## config.mk

```make
export PLATFORM = sky130hd
export DESIGN_NAME = return_address_stack
export DESIGN_NICKNAME = d
export VERILOG_FILES = /design/src/ras_pkg.sv /design/src/return_address_stack.sv /design/src/ras_entry_ram.sv /design/src/ras_fast_shadow.sv
export SDC_FILE = /design/constraint.sdc
export NUM_CORES = 1
export LEC_CHECK = 0
export BUFFER_PORTS_ARGS = -buffer_cell sky130_fd_sc_hd__clkbuf_2
export CORE_MARGIN = 5
export CORE_UTILIZATION = 60
export CTS_CLUSTER_SIZE = 24
export DETAILED_ROUTE_END_ITERATION = 10
export GPL_TIMING_DRIVEN = 0
export PLACE_DENSITY = 0.82
export SLEW_MARGIN = 20
export SYNTH_ARGS = -nofsm -noshare
export SYNTH_HDL_FRONTEND = slang
export SYNTH_SLANG_ARGS = --single-unit
```

## constraint.sdc

```tcl
create_clock -name mclk -period 6.9 [get_ports mclk]
set_input_delay 1.035 -clock mclk [delete_from_list [all_inputs] [get_ports mclk]]
set_output_delay 1.035 -clock mclk [all_outputs]
set_load 0.02 [all_outputs]
```

## src/ras_pkg.sv

```systemverilog
/*
 * Shared constants for the return address stack: register offsets on the
 * AXI4-Lite bus, field positions, reset values and operation codes.
 * Assumes a single 100 MHz clock domain and 32-bit bus data.
 */
package ras_pkg;

    localparam int unsigned DATA_W      = 32;
    localparam int unsigned ADDR_W      = 8;
    localparam int unsigned PC_W        = 21;
    localparam int unsigned PTR_W       = 5;
    localparam int unsigned DEPTH       = 31;
    localparam int unsigned SHADOW_W    = 24;

    // Register byte addresses
    localparam logic [7:0] OFF_PTR      = 8'h00;
    localparam logic [7:0] OFF_TOP_LOW  = 8'h04;
    localparam logic [7:0] OFF_TOP_HIGH = 8'h08;
    localparam logic [7:0] OFF_TOP_UPR  = 8'h0c;
    localparam logic [7:0] OFF_CONFIG   = 8'h10;

    // Pointer/status register fields
    localparam int unsigned FULL_BIT    = 7;
    localparam int unsigned UNF_BIT     = 6;
    localparam int unsigned ZERO_BIT    = 5;
    localparam logic [7:0]  PTR_REG_RST = 8'h00;
    // Fault reset enable defaults set
    localparam logic        FRE_RST     = 1'b1;

    localparam logic [1:0] RESP_OKAY    = 2'b00;
    localparam logic [1:0] RESP_SLVERR  = 2'b10;

    typedef enum logic [2:0] {
        OP_NONE,
        OP_CALL,
        OP_RETURN,
        OP_PUSH,
        OP_POP,
        OP_IRQ
    } stack_op_type;

endpackage

```

## src/return_address_stack.sv

```systemverilog
/*
 * Return address stack with pointer/status register and top-of-stack window,
 * reached by software over AXI4-Lite, and a fast shadow hidden from software.
 * Assumes the sequencer issues at most one stack operation per cycle and
 * resets the device when fault_reset pulses.
 */
// Summary of operation
// - Only top entry visible via three registers
// - Calls, interrupts, link ops push return address
// - Pointer ranges 0 to 31
// - Push increments first; pop reads first
// - Any device reset zeroes the pointer
// - Software reads and writes pointer field
// - Full flag after 31 unpopped pushes
// - Fault enable: 31st push stores, resets
// - Fault disabled: pointer sticks at 31
// - Empty pop gives zero, sets underflow
// - Fault enable selects flag-only or reset
// - Flags cleared by software or power-on
// - Pointer bits 4..0, bit 5 zero
// - Push instruction stores current counter
// - Pop instruction only decrements pointer
// - Hidden shadow loaded on interrupt vectoring
// - Fast return restores, fast call saves
// - Nested interrupt overwrites shadow
// - 31 entries of 21 bits
// - Pointer zero has no storage
// - Return loads counter then decrements
`timescale 1ns/1ns
module return_address_stack
    import ras_pkg::*;
#(
    parameter int unsigned ENTRIES = ras_pkg::DEPTH
) (
    input  wire logic                      mclk,
    input  wire logic                      nrst,
    input  wire logic                      por,
    input  wire logic                      dev_reset,
    input  wire ras_pkg::stack_op_type     op,
    input  wire logic                      op_fast,
    input  wire logic [ras_pkg::PC_W-1:0]  pc_in,
    input  wire logic [ras_pkg::SHADOW_W-1:0] live_regs,
    output logic      [ras_pkg::PC_W-1:0]  pc_out,
    output logic                           pc_load,
    output logic      [ras_pkg::SHADOW_W-1:0] shadow_regs,
    output logic                           shadow_load,
    output logic                           fault_reset,
    input  wire logic [ras_pkg::ADDR_W-1:0] s_axi_awaddr,
    input  wire logic                      s_axi_awvalid,
    output logic                           s_axi_awready,
    input  wire logic [31:0]               s_axi_wdata,
    input  wire logic [3:0]                s_axi_wstrb,
    input  wire logic                      s_axi_wvalid,
    output logic                           s_axi_wready,
    output logic      [1:0]                s_axi_bresp,
    output logic                           s_axi_bvalid,
    input  wire logic                      s_axi_bready,
    input  wire logic [ras_pkg::ADDR_W-1:0] s_axi_araddr,
    input  wire logic                      s_axi_arvalid,
    output logic                           s_axi_arready,
    output logic      [31:0]               s_axi_rdata,
    output logic      [1:0]                s_axi_rresp,
    output logic                           s_axi_rvalid,
    input  wire logic                      s_axi_rready
);
    import ras_pkg::*;

    // The pointer must be able to address every entry
    if (ENTRIES < 1 || ENTRIES > (1 << PTR_W) - 1) begin : g_bad_entries
        $error("return_address_stack: ENTRIES out of range");
    end

    localparam logic [PTR_W-1:0] PTR_MAX = PTR_W'(ENTRIES);

    // Pointer and flags
    logic [PTR_W-1:0] ptr_r;
    logic [PTR_W-1:0] ptr_nxt;
    logic             full_r;
    logic             full_nxt;
    logic             unf_r;
    logic             unf_nxt;
    logic             fre_r;
    logic             fre_nxt;
    logic             fault_r;
    logic             fault_nxt;
    logic [PC_W-1:0]  pc_out_r;
    logic [PC_W-1:0]  pc_out_nxt;
    logic             pc_load_r;
    logic             pc_load_nxt;

    // RAM ports
    logic [PTR_W-1:0] wr_idx;
    logic [2:0]       wr_be;
    logic [PC_W-1:0]  wr_data;
    logic [PC_W-1:0]  top_data;

    // Bus state
    logic             aw_held_r;
    logic             aw_held_nxt;
    logic [ADDR_W-1:0] aw_addr_r;
    logic [ADDR_W-1:0] aw_addr_nxt;
    logic             w_held_r;
    logic             w_held_nxt;
    logic [31:0]      w_data_r;
    logic [31:0]      w_data_nxt;
    logic [3:0]       w_strb_r;
    logic [3:0]       w_strb_nxt;
    logic             bvalid_r;
    logic             bvalid_nxt;
    logic [1:0]       bresp_r;
    logic [1:0]       bresp_nxt;
    logic             rvalid_r;
    logic             rvalid_nxt;
    logic [31:0]      rdata_r;
    logic [31:0]      rdata_nxt;
    logic [1:0]       rresp_r;
    logic [1:0]       rresp_nxt;

    logic             wr_fire;
    logic             sw_ptr_wr;
    logic             sw_cfg_wr;
    logic [2:0]       sw_top_be;
    logic             push_req;
    logic             pop_req;

    ras_entry_ram #(
        .ENTRIES (ENTRIES)
    ) u_ram (
        .mclk    (mclk),
        .wr_idx  (wr_idx),
        .wr_be   (wr_be),
        .wr_data (wr_data),
        .rd_idx  (ptr_r),
        .rd_data (top_data)
    );

    ras_fast_shadow u_shadow (
        .mclk          (mclk),
        .nrst          (nrst),
        .save          (op == OP_IRQ || (op == OP_CALL && op_fast)),
        .restore       (op == OP_RETURN && op_fast),
        .live_in       (live_regs),
        .shadow_out    (shadow_regs),
        .restore_valid (shadow_load)
    );

    // Write channel decode
    assign s_axi_awready = !aw_held_r && !bvalid_r;
    assign s_axi_wready  = !w_held_r && !bvalid_r;
    assign s_axi_arready = !rvalid_r;
    assign wr_fire       = aw_held_r && w_held_r && !bvalid_r;
    assign sw_ptr_wr     = wr_fire && aw_addr_r == OFF_PTR && w_strb_r[0];
    assign sw_cfg_wr     = wr_fire && aw_addr_r == OFF_CONFIG && w_strb_r[0];
    assign sw_top_be     = {wr_fire && aw_addr_r == OFF_TOP_UPR && w_strb_r[0],
                            wr_fire && aw_addr_r == OFF_TOP_HIGH && w_strb_r[0],
                            wr_fire && aw_addr_r == OFF_TOP_LOW && w_strb_r[0]};

    always_comb begin
        aw_held_nxt = aw_held_r;
        aw_addr_nxt = aw_addr_r;
        w_held_nxt  = w_held_r;
        w_data_nxt  = w_data_r;
        w_strb_nxt  = w_strb_r;
        bvalid_nxt  = bvalid_r;
        bresp_nxt   = bresp_r;
        if (s_axi_awvalid && s_axi_awready) begin
            aw_held_nxt = 1'b1;
            aw_addr_nxt = {s_axi_awaddr[ADDR_W-1:2], 2'b00};
        end
        if (s_axi_wvalid && s_axi_wready) begin
            w_held_nxt = 1'b1;
            w_data_nxt = s_axi_wdata;
            w_strb_nxt = s_axi_wstrb;
        end
        if (wr_fire) begin
            aw_held_nxt = 1'b0;
            w_held_nxt  = 1'b0;
            bvalid_nxt  = 1'b1;
            case (aw_addr_r)
                OFF_PTR, OFF_TOP_LOW, OFF_TOP_HIGH, OFF_TOP_UPR, OFF_CONFIG: begin
                    bresp_nxt = RESP_OKAY;
                end
                default: begin
                    bresp_nxt = RESP_SLVERR;
                end
            endcase
        end else if (bvalid_r && s_axi_bready) begin
            bvalid_nxt = 1'b0;
        end
    end

    // Read channel
    always_comb begin
        rvalid_nxt = rvalid_r;
        rdata_nxt  = rdata_r;
        rresp_nxt  = rresp_r;
        if (s_axi_arvalid && s_axi_arready) begin
            rvalid_nxt = 1'b1;
            rresp_nxt  = RESP_OKAY;
            case ({s_axi_araddr[ADDR_W-1:2], 2'b00})
                OFF_PTR:      rdata_nxt = {24'h0, full_r, unf_r, 1'b0, ptr_r};
                OFF_TOP_LOW:  rdata_nxt = {24'h0, top_data[7:0]};
                OFF_TOP_HIGH: rdata_nxt = {24'h0, top_data[15:8]};
                OFF_TOP_UPR:  rdata_nxt = {27'h0, top_data[PC_W-1:16]};
                OFF_CONFIG:   rdata_nxt = {31'h0, fre_r};
                default: begin
                    rdata_nxt = 32'h0;
                    rresp_nxt = RESP_SLVERR;
                end
            endcase
        end else if (rvalid_r && s_axi_rready) begin
            rvalid_nxt = 1'b0;
        end
    end

    // Stack core
    always_comb begin
        push_req    = op == OP_CALL || op == OP_PUSH || op == OP_IRQ;
        pop_req     = op == OP_RETURN || op == OP_POP;
        ptr_nxt     = ptr_r;
        full_nxt    = full_r;
        unf_nxt     = unf_r;
        fre_nxt     = fre_r;
        fault_nxt   = 1'b0;
        pc_out_nxt  = pc_out_r;
        pc_load_nxt = 1'b0;
        wr_idx      = '0;
        wr_be       = 3'b000;
        wr_data     = pc_in;
        if (sw_ptr_wr) begin
            ptr_nxt = w_data_r[PTR_W-1:0];
            if (!w_data_r[FULL_BIT]) begin
                full_nxt = 1'b0;
            end
            if (!w_data_r[UNF_BIT]) begin
                unf_nxt = 1'b0;
            end
        end
        if (sw_cfg_wr) begin
            fre_nxt = w_data_r[0];
        end
        if (sw_top_be != 3'b000) begin
            wr_idx  = ptr_r;
            wr_be   = sw_top_be;
            wr_data = {w_data_r[4:0], w_data_r[7:0], w_data_r[7:0]};
        end
        if (push_req) begin
            if (ptr_r < PTR_MAX) begin
                ptr_nxt = ptr_r + 1'b1;
                wr_idx  = ptr_r + 1'b1;
                wr_be   = 3'b111;
                wr_data = pc_in;
                if (ptr_r + 1'b1 == PTR_MAX) begin
                    full_nxt = 1'b1;
                    fault_nxt = fre_r;
                end
            end else begin
                full_nxt  = 1'b1;
                fault_nxt = fre_r;
            end
        end else if (pop_req) begin
            if (ptr_r == '0) begin
                unf_nxt   = 1'b1;
                fault_nxt = fre_r;
                if (op == OP_RETURN) begin
                    pc_out_nxt  = '0;
                    pc_load_nxt = 1'b1;
                end
            end else begin
                ptr_nxt = ptr_r - 1'b1;
                if (op == OP_RETURN) begin
                    pc_out_nxt  = top_data;
                    pc_load_nxt = 1'b1;
                end
            end
        end
        if (dev_reset) begin
            ptr_nxt = '0;
        end
        if (por) begin
            ptr_nxt  = '0;
            full_nxt = 1'b0;
            unf_nxt  = 1'b0;
        end
    end

    always_ff @(posedge mclk or negedge nrst) begin
        if (!nrst) begin
            ptr_r     <= PTR_REG_RST[PTR_W-1:0];
            full_r    <= PTR_REG_RST[FULL_BIT];
            unf_r     <= PTR_REG_RST[UNF_BIT];
            fre_r     <= FRE_RST;
            fault_r   <= 1'b0;
            pc_out_r  <= '0;
            pc_load_r <= 1'b0;
            aw_held_r <= 1'b0;
            aw_addr_r <= '0;
            w_held_r  <= 1'b0;
            w_data_r  <= '0;
            w_strb_r  <= '0;
            bvalid_r  <= 1'b0;
            bresp_r   <= RESP_OKAY;
            rvalid_r  <= 1'b0;
            rdata_r   <= '0;
            rresp_r   <= RESP_OKAY;
        end else begin
            ptr_r     <= ptr_nxt;
            full_r    <= full_nxt;
            unf_r     <= unf_nxt;
            fre_r     <= fre_nxt;
            fault_r   <= fault_nxt;
            pc_out_r  <= pc_out_nxt;
            pc_load_r <= pc_load_nxt;
            aw_held_r <= aw_held_nxt;
            aw_addr_r <= aw_addr_nxt;
            w_held_r  <= w_held_nxt;
            w_data_r  <= w_data_nxt;
            w_strb_r  <= w_strb_nxt;
            bvalid_r  <= bvalid_nxt;
            bresp_r   <= bresp_nxt;
            rvalid_r  <= rvalid_nxt;
            rdata_r   <= rdata_nxt;
            rresp_r   <= rresp_nxt;
        end
    end

    assign pc_out       = pc_out_r;
    assign pc_load      = pc_load_r;
    assign fault_reset  = fault_r;
    assign s_axi_bvalid = bvalid_r;
    assign s_axi_bresp  = bresp_r;
    assign s_axi_rvalid = rvalid_r;
    assign s_axi_rdata  = rdata_r;
    assign s_axi_rresp  = rresp_r;

endmodule // return_address_stack

```

## src/ras_entry_ram.sv

```systemverilog
/*
 * Storage for the return address stack entries, indices 1..DEPTH.
 * Index zero has no storage and reads as zero. One write port with
 * per-byte enables, one asynchronous read port.
 */
`timescale 1ns/1ns
module ras_entry_ram
    import ras_pkg::*;
#(
    parameter int unsigned ENTRIES = ras_pkg::DEPTH
) (
    input  wire logic              mclk,
    input  wire logic [PTR_W-1:0]  wr_idx,
    input  wire logic [2:0]        wr_be,
    input  wire logic [PC_W-1:0]   wr_data,
    input  wire logic [PTR_W-1:0]  rd_idx,
    output logic      [PC_W-1:0]   rd_data
);
    logic [PC_W-1:0] mem [1:ENTRIES];

    // Storage must fit behind a nonzero pointer
    if (ENTRIES < 1 || ENTRIES > (1 << PTR_W) - 1) begin : g_bad_entries
        $error("ras_entry_ram: ENTRIES out of range");
    end

    always_ff @(posedge mclk) begin
        if (wr_idx != '0 && 32'(wr_idx) <= ENTRIES) begin
            if (wr_be[0]) begin
                mem[wr_idx][7:0] <= wr_data[7:0];
            end
            if (wr_be[1]) begin
                mem[wr_idx][15:8] <= wr_data[15:8];
            end
            if (wr_be[2]) begin
                mem[wr_idx][PC_W-1:16] <= wr_data[PC_W-1:16];
            end
        end
    end

    always_comb begin
        if (rd_idx == '0 || 32'(rd_idx) > ENTRIES) begin
            rd_data = '0;
        end else begin
            rd_data = mem[rd_idx];
        end
    end

endmodule // ras_entry_ram

```

## src/ras_fast_shadow.sv

```systemverilog
/*
 * One-level shadow for status, working and bank-select registers.
 * Not visible to software; loaded on interrupt vectoring and fast calls.
 */
`timescale 1ns/1ns
module ras_fast_shadow
    import ras_pkg::*;
(
    input  wire logic                mclk,
    input  wire logic                nrst,
    input  wire logic                save,
    input  wire logic                restore,
    input  wire logic [SHADOW_W-1:0] live_in,
    output logic      [SHADOW_W-1:0] shadow_out,
    output logic                     restore_valid
);
    logic [SHADOW_W-1:0] shadow_r;
    logic [SHADOW_W-1:0] shadow_nxt;
    logic                rv_r;
    logic                rv_nxt;

    always_comb begin
        shadow_nxt = save ? live_in : shadow_r;
        rv_nxt     = restore;
    end

    always_ff @(posedge mclk or negedge nrst) begin
        if (!nrst) begin
            shadow_r <= '0;
            rv_r     <= 1'b0;
        end else begin
            shadow_r <= shadow_nxt;
            rv_r     <= rv_nxt;
        end
    end

    assign shadow_out    = shadow_r;
    assign restore_valid = rv_r;

endmodule // ras_fast_shadow

```

# Yosys cells after proc, flatten, opt, wreduce, memory -nomap -nowiden
# Memory sizes are Yosys's and may differ from the RTL's.
# Index checks and enable logic that the tools add are counted.
[op_classes]
n_addsub = 2
n_mul = 0
n_div = 0
n_lt_le_gt_ge = 1
eq_ne = 14
shifts = 0
mux = 60
bitwise = 1
reduce_logical = 41
[ops]
columns = ["op", "count"]
rows = [
  ["2-to-1 mux 21 bit", 7],
  ["2-to-1 mux 5 bit", 10],
  ["one-hot mux 8 bit (5 select lines)", 1],
  ["2-to-1 mux 1 bit", 37],
  ["equality test 6 x 2 -> 1 bit, second input constant", 4],
  ["logical AND 1 bit", 21],
  ["equality test 6 x 1 -> 1 bit, second input constant", 2],
  ["equality test 6 x 3 -> 1 bit, second input constant", 2],
  ["OR reduction 5 bit", 2],
  ["2-to-1 mux 3 bit", 3],
  ["logical NOT 8 bit", 1],
  ["nonzero test 2 bit", 4],
  ["equality test 3 x 2 -> 1 bit, second input constant", 2],
  ["equality test 3 bit, second input constant", 2],
  ["logical NOT 6 bit", 1],
  ["adder 5 x 1 -> 5 bit, second input constant", 1],
  ["equality test 5 bit, second input constant", 1],
  ["logical NOT 5 bit", 1],
  ["< comparator 5 bit, second input constant", 1],
  ["nonzero test 5 bit", 1],
  ["subtractor 5 x 1 -> 5 bit, second input constant", 1],
  ["logical NOT 1 bit", 4],
  ["logical OR 1 bit", 4],
  ["2-to-1 mux 2 bit", 2],
  ["4 further kinds", 4],
]
[totals]
register_bits = 111
latchBits = 0
ramBits = 651
rom_bits = 0
input_bits = 110
out_inout_bits = 89
wordCells = 139
memories = 1
[memory_table]
columns = ["memory", "depth", "word_bits", "read_ports", "rd_clocked_by_memory_dff", "wr", "line", "source"]
rows = [
  ["u_ram.mem", 31, 21, 1, 0, 1, "ras_entry_ram.sv:19", "logic [PC_W-1:0] mem [1:ENTRIES];"],
]

# Logic depth before layout (Yosys ltp)
[depth]
depth_word = 11
depth_mapped = 12
mapped_depth_nobuf = 8

# By module
# From an unflattened synthesis, not the netlist that was laid out.
[hier_totals]
hier_cells = 1660
area_unflattened_um2 = 30385.4
[modules_own_cells]
columns = ["module", "instances", "cells_per_inst", "area_per_inst_um2", "seq_area_each_um2"]
rows = [
  ["ras_entry_ram", 1, 1256, 25868.6, 19548.7],
  ["return_address_stack", 1, 352, 3494.6, 1502.7],
  ["ras_fast_shadow", 1, 52, 1022.2, 625.6],
]

# Least setup slack after synthesis
# No wires, ideal clock.
[synth_path]
kind = "input to register"
from = "input op[0]"
to = "memory u_ram.mem[5][0], enable pin"
setup_time_ns = 0.370
arrival_time_ns = 3.138
required_ns = 6.530
path_slack_ns = 3.391
path_stages = 9
path_buffers = 3
path_cell_list = "buf_2 -> a21bo_2 -> buf_2 -> a21oi_2 -> o31ai_1 -> a22o_1 -> or3_1 -> buf_2 -> nor2_1"
[synth_between]
elab_chain_cells = 7
word_cells_on_any_way = 11
cone_classes = "eq/ne: 3; mux: 5; reduce/logical: 3"
[synth_lines]
columns = ["element", "line", "source"]
rows = [
  ["from (decl)", "return_address_stack.sv:39", "input wire ras_pkg::stack_op_type op,"],
  ["equality test 3 x 1 -> 1 bit or equality test 3 x 2 -> 1 bit (tied branches)", "return_address_stack.sv:218", "push_req = op == OP_CALL || op == OP_PUSH || op == OP_IRQ;"],
  ["logical OR 1 bit", "return_address_stack.sv:218", ""],
  ["logical OR 1 bit *", "return_address_stack.sv:218", ""],
  ["2-to-1 mux 5 bit or 2-to-1 mux 3 bit (tied branches)", "return_address_stack.sv:247", "if (push_req) begin"],
  ["nonzero test 5 bit or 2-to-1 mux 1 bit (tied branches)", "ras_entry_ram.sv:27, ras_entry_ram.sv:28", ""],
  ["2-to-1 mux 1 bit", "ras_entry_ram.sv:27", "if (wr_idx != '0 && 32'(wr_idx) <= ENTRIES) begin"],
  ["2-to-1 mux 1 bit (not written as such)", "ras_entry_ram.sv:29", "mem[wr_idx][7:0] <= wr_data[7:0];"],
  ["to (decl)", "ras_entry_ram.sv:19", ""],
]
# Mark *: on every way between the ends. The rest lies on a longest branch, timed or not.

# Worst setup path after layout
[layout_path]
from = "register ptr_r[1]"
to = "memory u_ram.mem[17][2], enable pin"
[layout_between]
elab_chain_cells = 6
word_cells_on_any_way = 11
cone_classes = "add/sub: 1; order compare: 1; mux: 8; reduce/logical: 1"
[layout_lines]
columns = ["element", "line", "source"]
rows = [
  ["from (decl)", "return_address_stack.sv:76", "logic [PTR_W-1:0] ptr_r;"],
  ["from (signal assigned)", "return_address_stack.sv:289", "ptr_r <= PTR_REG_RST[PTR_W-1:0];"],
  ["from (signal assigned)", "return_address_stack.sv:307", "ptr_r <= ptr_nxt;"],
  ["adder 5 x 1 -> 5 bit (tied with other cells)", "return_address_stack.sv:250", "wr_idx = ptr_r + 1'b1;"],
  ["2-to-1 mux 5 bit or 2-to-1 mux 3 bit (tied branches)", "return_address_stack.sv:248", "if (ptr_r < PTR_MAX) begin"],
  ["2-to-1 mux 5 bit or 2-to-1 mux 3 bit (tied branches)", "return_address_stack.sv:247", ""],
  ["nonzero test 5 bit or 2-to-1 mux 1 bit (tied branches)", "ras_entry_ram.sv:27, ras_entry_ram.sv:28", ""],
  ["2-to-1 mux 1 bit", "ras_entry_ram.sv:27", ""],
  ["2-to-1 mux 1 bit (not written as such)", "ras_entry_ram.sv:29", ""],
]
# Parallel ways exist; a longest one is shown, timed or not.

==> run_results.csv <==
group,metric,value,unit
run_status,status,"completed",
timing,finalSetupViolations,0,
grt,grt_use_total,33.65,%
power_and_ir_drop,intPower,7631,uW
routing,avgRoutedWirePerCell,33.60,um
floorplan,core-area,49860,sq um
worst_hold_path,hold_path.class,"in -> async",
clock_network,numCtsBuffers,72,
timing,hold_viol,0,
floorplan,pin_count,199,
routing,vias,18930,
clock_network,cts.htree.levels,3,
grt,antenna_found_initial,1,
grt,use_met3,12.33,%
worst_setup_path,path_cells,"buf_2, clkinv_1, buf_2, ha_1, and3_1, a2111oi_2, nand2_1, nor2_1",
worst_setup_path,cpMostUsedCell,"buf_2",
worst_setup_path,max_stage_delay,0.91,ns
routing,first_pass_iters,7,
grt,grt_max_degree,56,
worst_setup_path,crit_buf_inv,3,
grt,met2_usage,50.89,%
worst_setup_path,cp-end-kind,"flop",
worst_setup_path,critPathMaxFanout,10,
finish,nets,2136,
finish,drive_gt1_share,24.63,%
power_and_ir_drop,power_frac_seq,50.8,%
place,place_congestion,0.9816,
place,place_inst,2621,
power_and_ir_drop,ir_drop,0.1760,mV
floorplan,start_util,60.24,%
synth,yosys-top-cells-area,"edfxtp_1, mux4_2, dfrtp_1, mux2i_1, mux2_2",
synth,syn_area,30040,sq um
finish,regArea,21680,sq um
synth,syn_inst,1777,
clock_network,cts_tree,"yes",
place,port-buffer-count,140,
finish,antenna_cells,0,
synth,synth_most_common_cell,"edfxtp_1",
synth,seq_area_frac_synth,72.17,%
clock_network,clk_pin_slew,0.06,ns
timing,max_slew_margin,10.57,%
worst_setup_path,startpoint_type,"flop",
place,dpl_cell_area,31780,sq um
clock_network,cts_sinks,736,
clock_network,cts_resized,0,
floorplan,row_count,82,
timing,drv_slew,0,
floorplan,die-area,54640,sq um
power_and_ir_drop,leakage,0.01150,uW
clock_network,cts-root-buf,"clkbuf_16",
finish,final_area,34150,sq um
timing,fin_tns_setup,0,ns
clock_network,post_cts_buffers,0,
run,drv_cap,0,
power_and_ir_drop,p_switching,2433,uW
routing,drt_iter0_drc,2930,
floorplan,die_x,233.7,um
synth,async_reset_ff_share,11.55,%
clock_network,cts_buffer_depth,3,
worst_setup_path,crit_arrival,5.39,ns
power_and_ir_drop,switching_share,24.17,%
power_and_ir_drop,p_per_area,294.7,nW/um^2
worst_setup_path,cpMaxStageDelayCell,"nor2_1",
power_and_ir_drop,p_comb_share,9.9,%
timing,fin_skew,0.02696,ns
timing,fin_crit,5.177,ns
clock_network,clk_latency,0.61,ns
worst_setup_path,critical_path_required,7.11,ns
finish,fillers,3152,
timing,rsz0062_at_grt,"false",
synth,synthDominantCellAreaShare,65.08,%
place,dp_hpwl,61.67,mm
finish,multi_input_area,7757,sq um
synth,yosys_warnings,0,
grt,grt_overflow,0,
grt,grtUsageMet1,43.60,%
routing,antenna_left,0,
grt,grt_pass1_vias,18500,
synth,ys.flop_type,"edfxtp_1",
routing,wl,92.44,mm
synth,synth_cell_types,69,
finish,utilization,68.49,%
routing,drc_errors,0,
worst_setup_path,critPathKind,"reg -> reg",
finish,layout.cells.non_filler,2751,
synth,synth_area_leader_cell,"edfxtp_1",
synth,synth_common_cells,"edfxtp_1, nor2_1, mux2i_1, mux4_2, nand2_1",
floorplan,fp.dieH,233.7,um
synth,synth_edf_count,651,
finish,syn2layout_area_growth,13.69,%
routing,vias_per_cell,6.882,
grt,busiest_layer,"met2",
power_and_ir_drop,p_clk_share,39.3,%
timing,tightest_slew,1.327,ns
timing,fmax,193.2,MHz
timing,period_share,75.03,%
worst_setup_path,cpLargestDelayFamily,"simple AND/OR/NAND/NOR gates",
synth,synth-seq-cells,736,
synth,syn_avg_cell_area,16.90,sq um
clock_network,hold_buffers,0,
grt,grt_first_pass_wirelength,129.8,mm
power by group through the flow:
stage                     clock [uW]  combinational [uW]  sequential, uW
final                           3950                 999            5110
after global routing            4140                1040            5120
after CTS                       3940                 969            5110
after detailed placement           0                 960            5200
after global placement             0                 926            5190
after floorplan                    0                 514            5240
worst reg2reg max path, delay by kind of cell, from the launching register on:
family | cells | cell delay [ns]
AND/OR/NAND/NOR | 3 | 1.58
buffers and inverters | 3 | 1.57
AO/OA/AOI/OAI | 1 | 0.63
flip-flops | 1 | 0.53
adder cells (fa/ha/maj) | 1 | 0.48
final timing paths:
| kind | startpoint | end | slack [ns] | cells past startpoint |
|---|---|---|---|---|
| setup / recovery | ptr_r[1]$_DFF_PN0_ | u_ram.mem[17][2]$_DFFE_PP_ | 1.72 | 8 |
| min in group mclk | u_shadow.shadow_out[20]$_DFFE_PN0P_ | u_shadow.shadow_out[20]$_DFFE_PN0P_ | 0.51 | 1 |
| max in group asynchronous | nrst | fre_r$_DFFE_PN1P_ | 5.83 | 2 |
| hold reg to reg | u_shadow.shadow_out[20]$_DFFE_PN0P_ | u_shadow.shadow_out[20]$_DFFE_PN0P_ | 0.51 | 1 |
| setup reg to reg | ptr_r[1]$_DFF_PN0_ | u_ram.mem[17][2]$_DFFE_PP_ | 1.72 | 8 |
| hold / removal | nrst | aw_held_r$_DFFE_PN0P_ | 0.40 | 1 |
layout by cell type (no fill, tap or decap), types with 9 or more instances in the layout:
master / count
a211oi_1: 16
clkbuf_1: 52
clkbuf_2: 139
o21ai_0: 29
buf_4: 50
edfxtp_1: 651
buf_1: 9
clkinv_1: 13
buf_2: 28
nor2b_1: 12
mux2_2: 52
a21oi_1: 56
dfrtp_1: 84
conb_1: 26
nand3_1: 45
nor3_2: 16
nand2_1: 89
mux2i_1: 135
mux4_2: 99
a22oi_1: 64
a31oi_1: 12
nor2_1: 143
clkinv_2: 18
a22o_1: 10
clkbuf_16: 75
cell type report:
type | count | area share (%)
plain buffers | 125 | 2.059
clock buffers | 88 | 5.639
clock inverters | 42 | 1.253
inverters | 10 | 0.1099
multi-input cells | 931 | 22.72
flip-flops and latches | 736 | 63.48
well taps | 672 | 2.462
repair buffers | 147 | 2.283
sequential cells by signal (all words and copies together) (netlist names), 5 cells and up:
signal               count
u_ram.mem              651
u_shadow.shadow_out     24
pc_out                  21
s_axi_rdata              8
w_data_r                 8
aw_addr_r                6
ptr_r                    5
per-stage QoR:
step | worst slack, ns | total power [uW] | hold WS, ns
final | 1.723 | 10060 | 0.4041
after global routing | 1.769 | 10300 | 0.4226
after CTS | 1.868 | 10020 | 0.4065
after detailed placement | 1.949 | 6160 | 0.4943
after global placement | 1.305 | 6117 | 0.4810
after floorplan | 3.391 | 5752 | 0.4806
routing by layer:
layer,wire [um],up-vias,part of all wire [%]
li1,-,7460,-
met2,41800,1731,45
met1,30730,9390,33
met3,13940,352,15
met4,5956,0,6.4
met5,0,-,0
logic make-up after synthesis:
| kind of cell | count (synthesis) | share of synthesized area, % |
|---|---|---|
| compound gates | 245 | 5.569 |
| xor+xnor | 3 | 0.08749 |
| fa+ha+maj | 3 | 0.1250 |
| buf+inv | 135 | 2.462 |
| flops | 736 | 72.17 |
| mux | 286 | 13.87 |
| other cells | 1 | 0.01248 |
| simple gates | 368 | 5.707 |
Power figures use the tool's default switching activity.
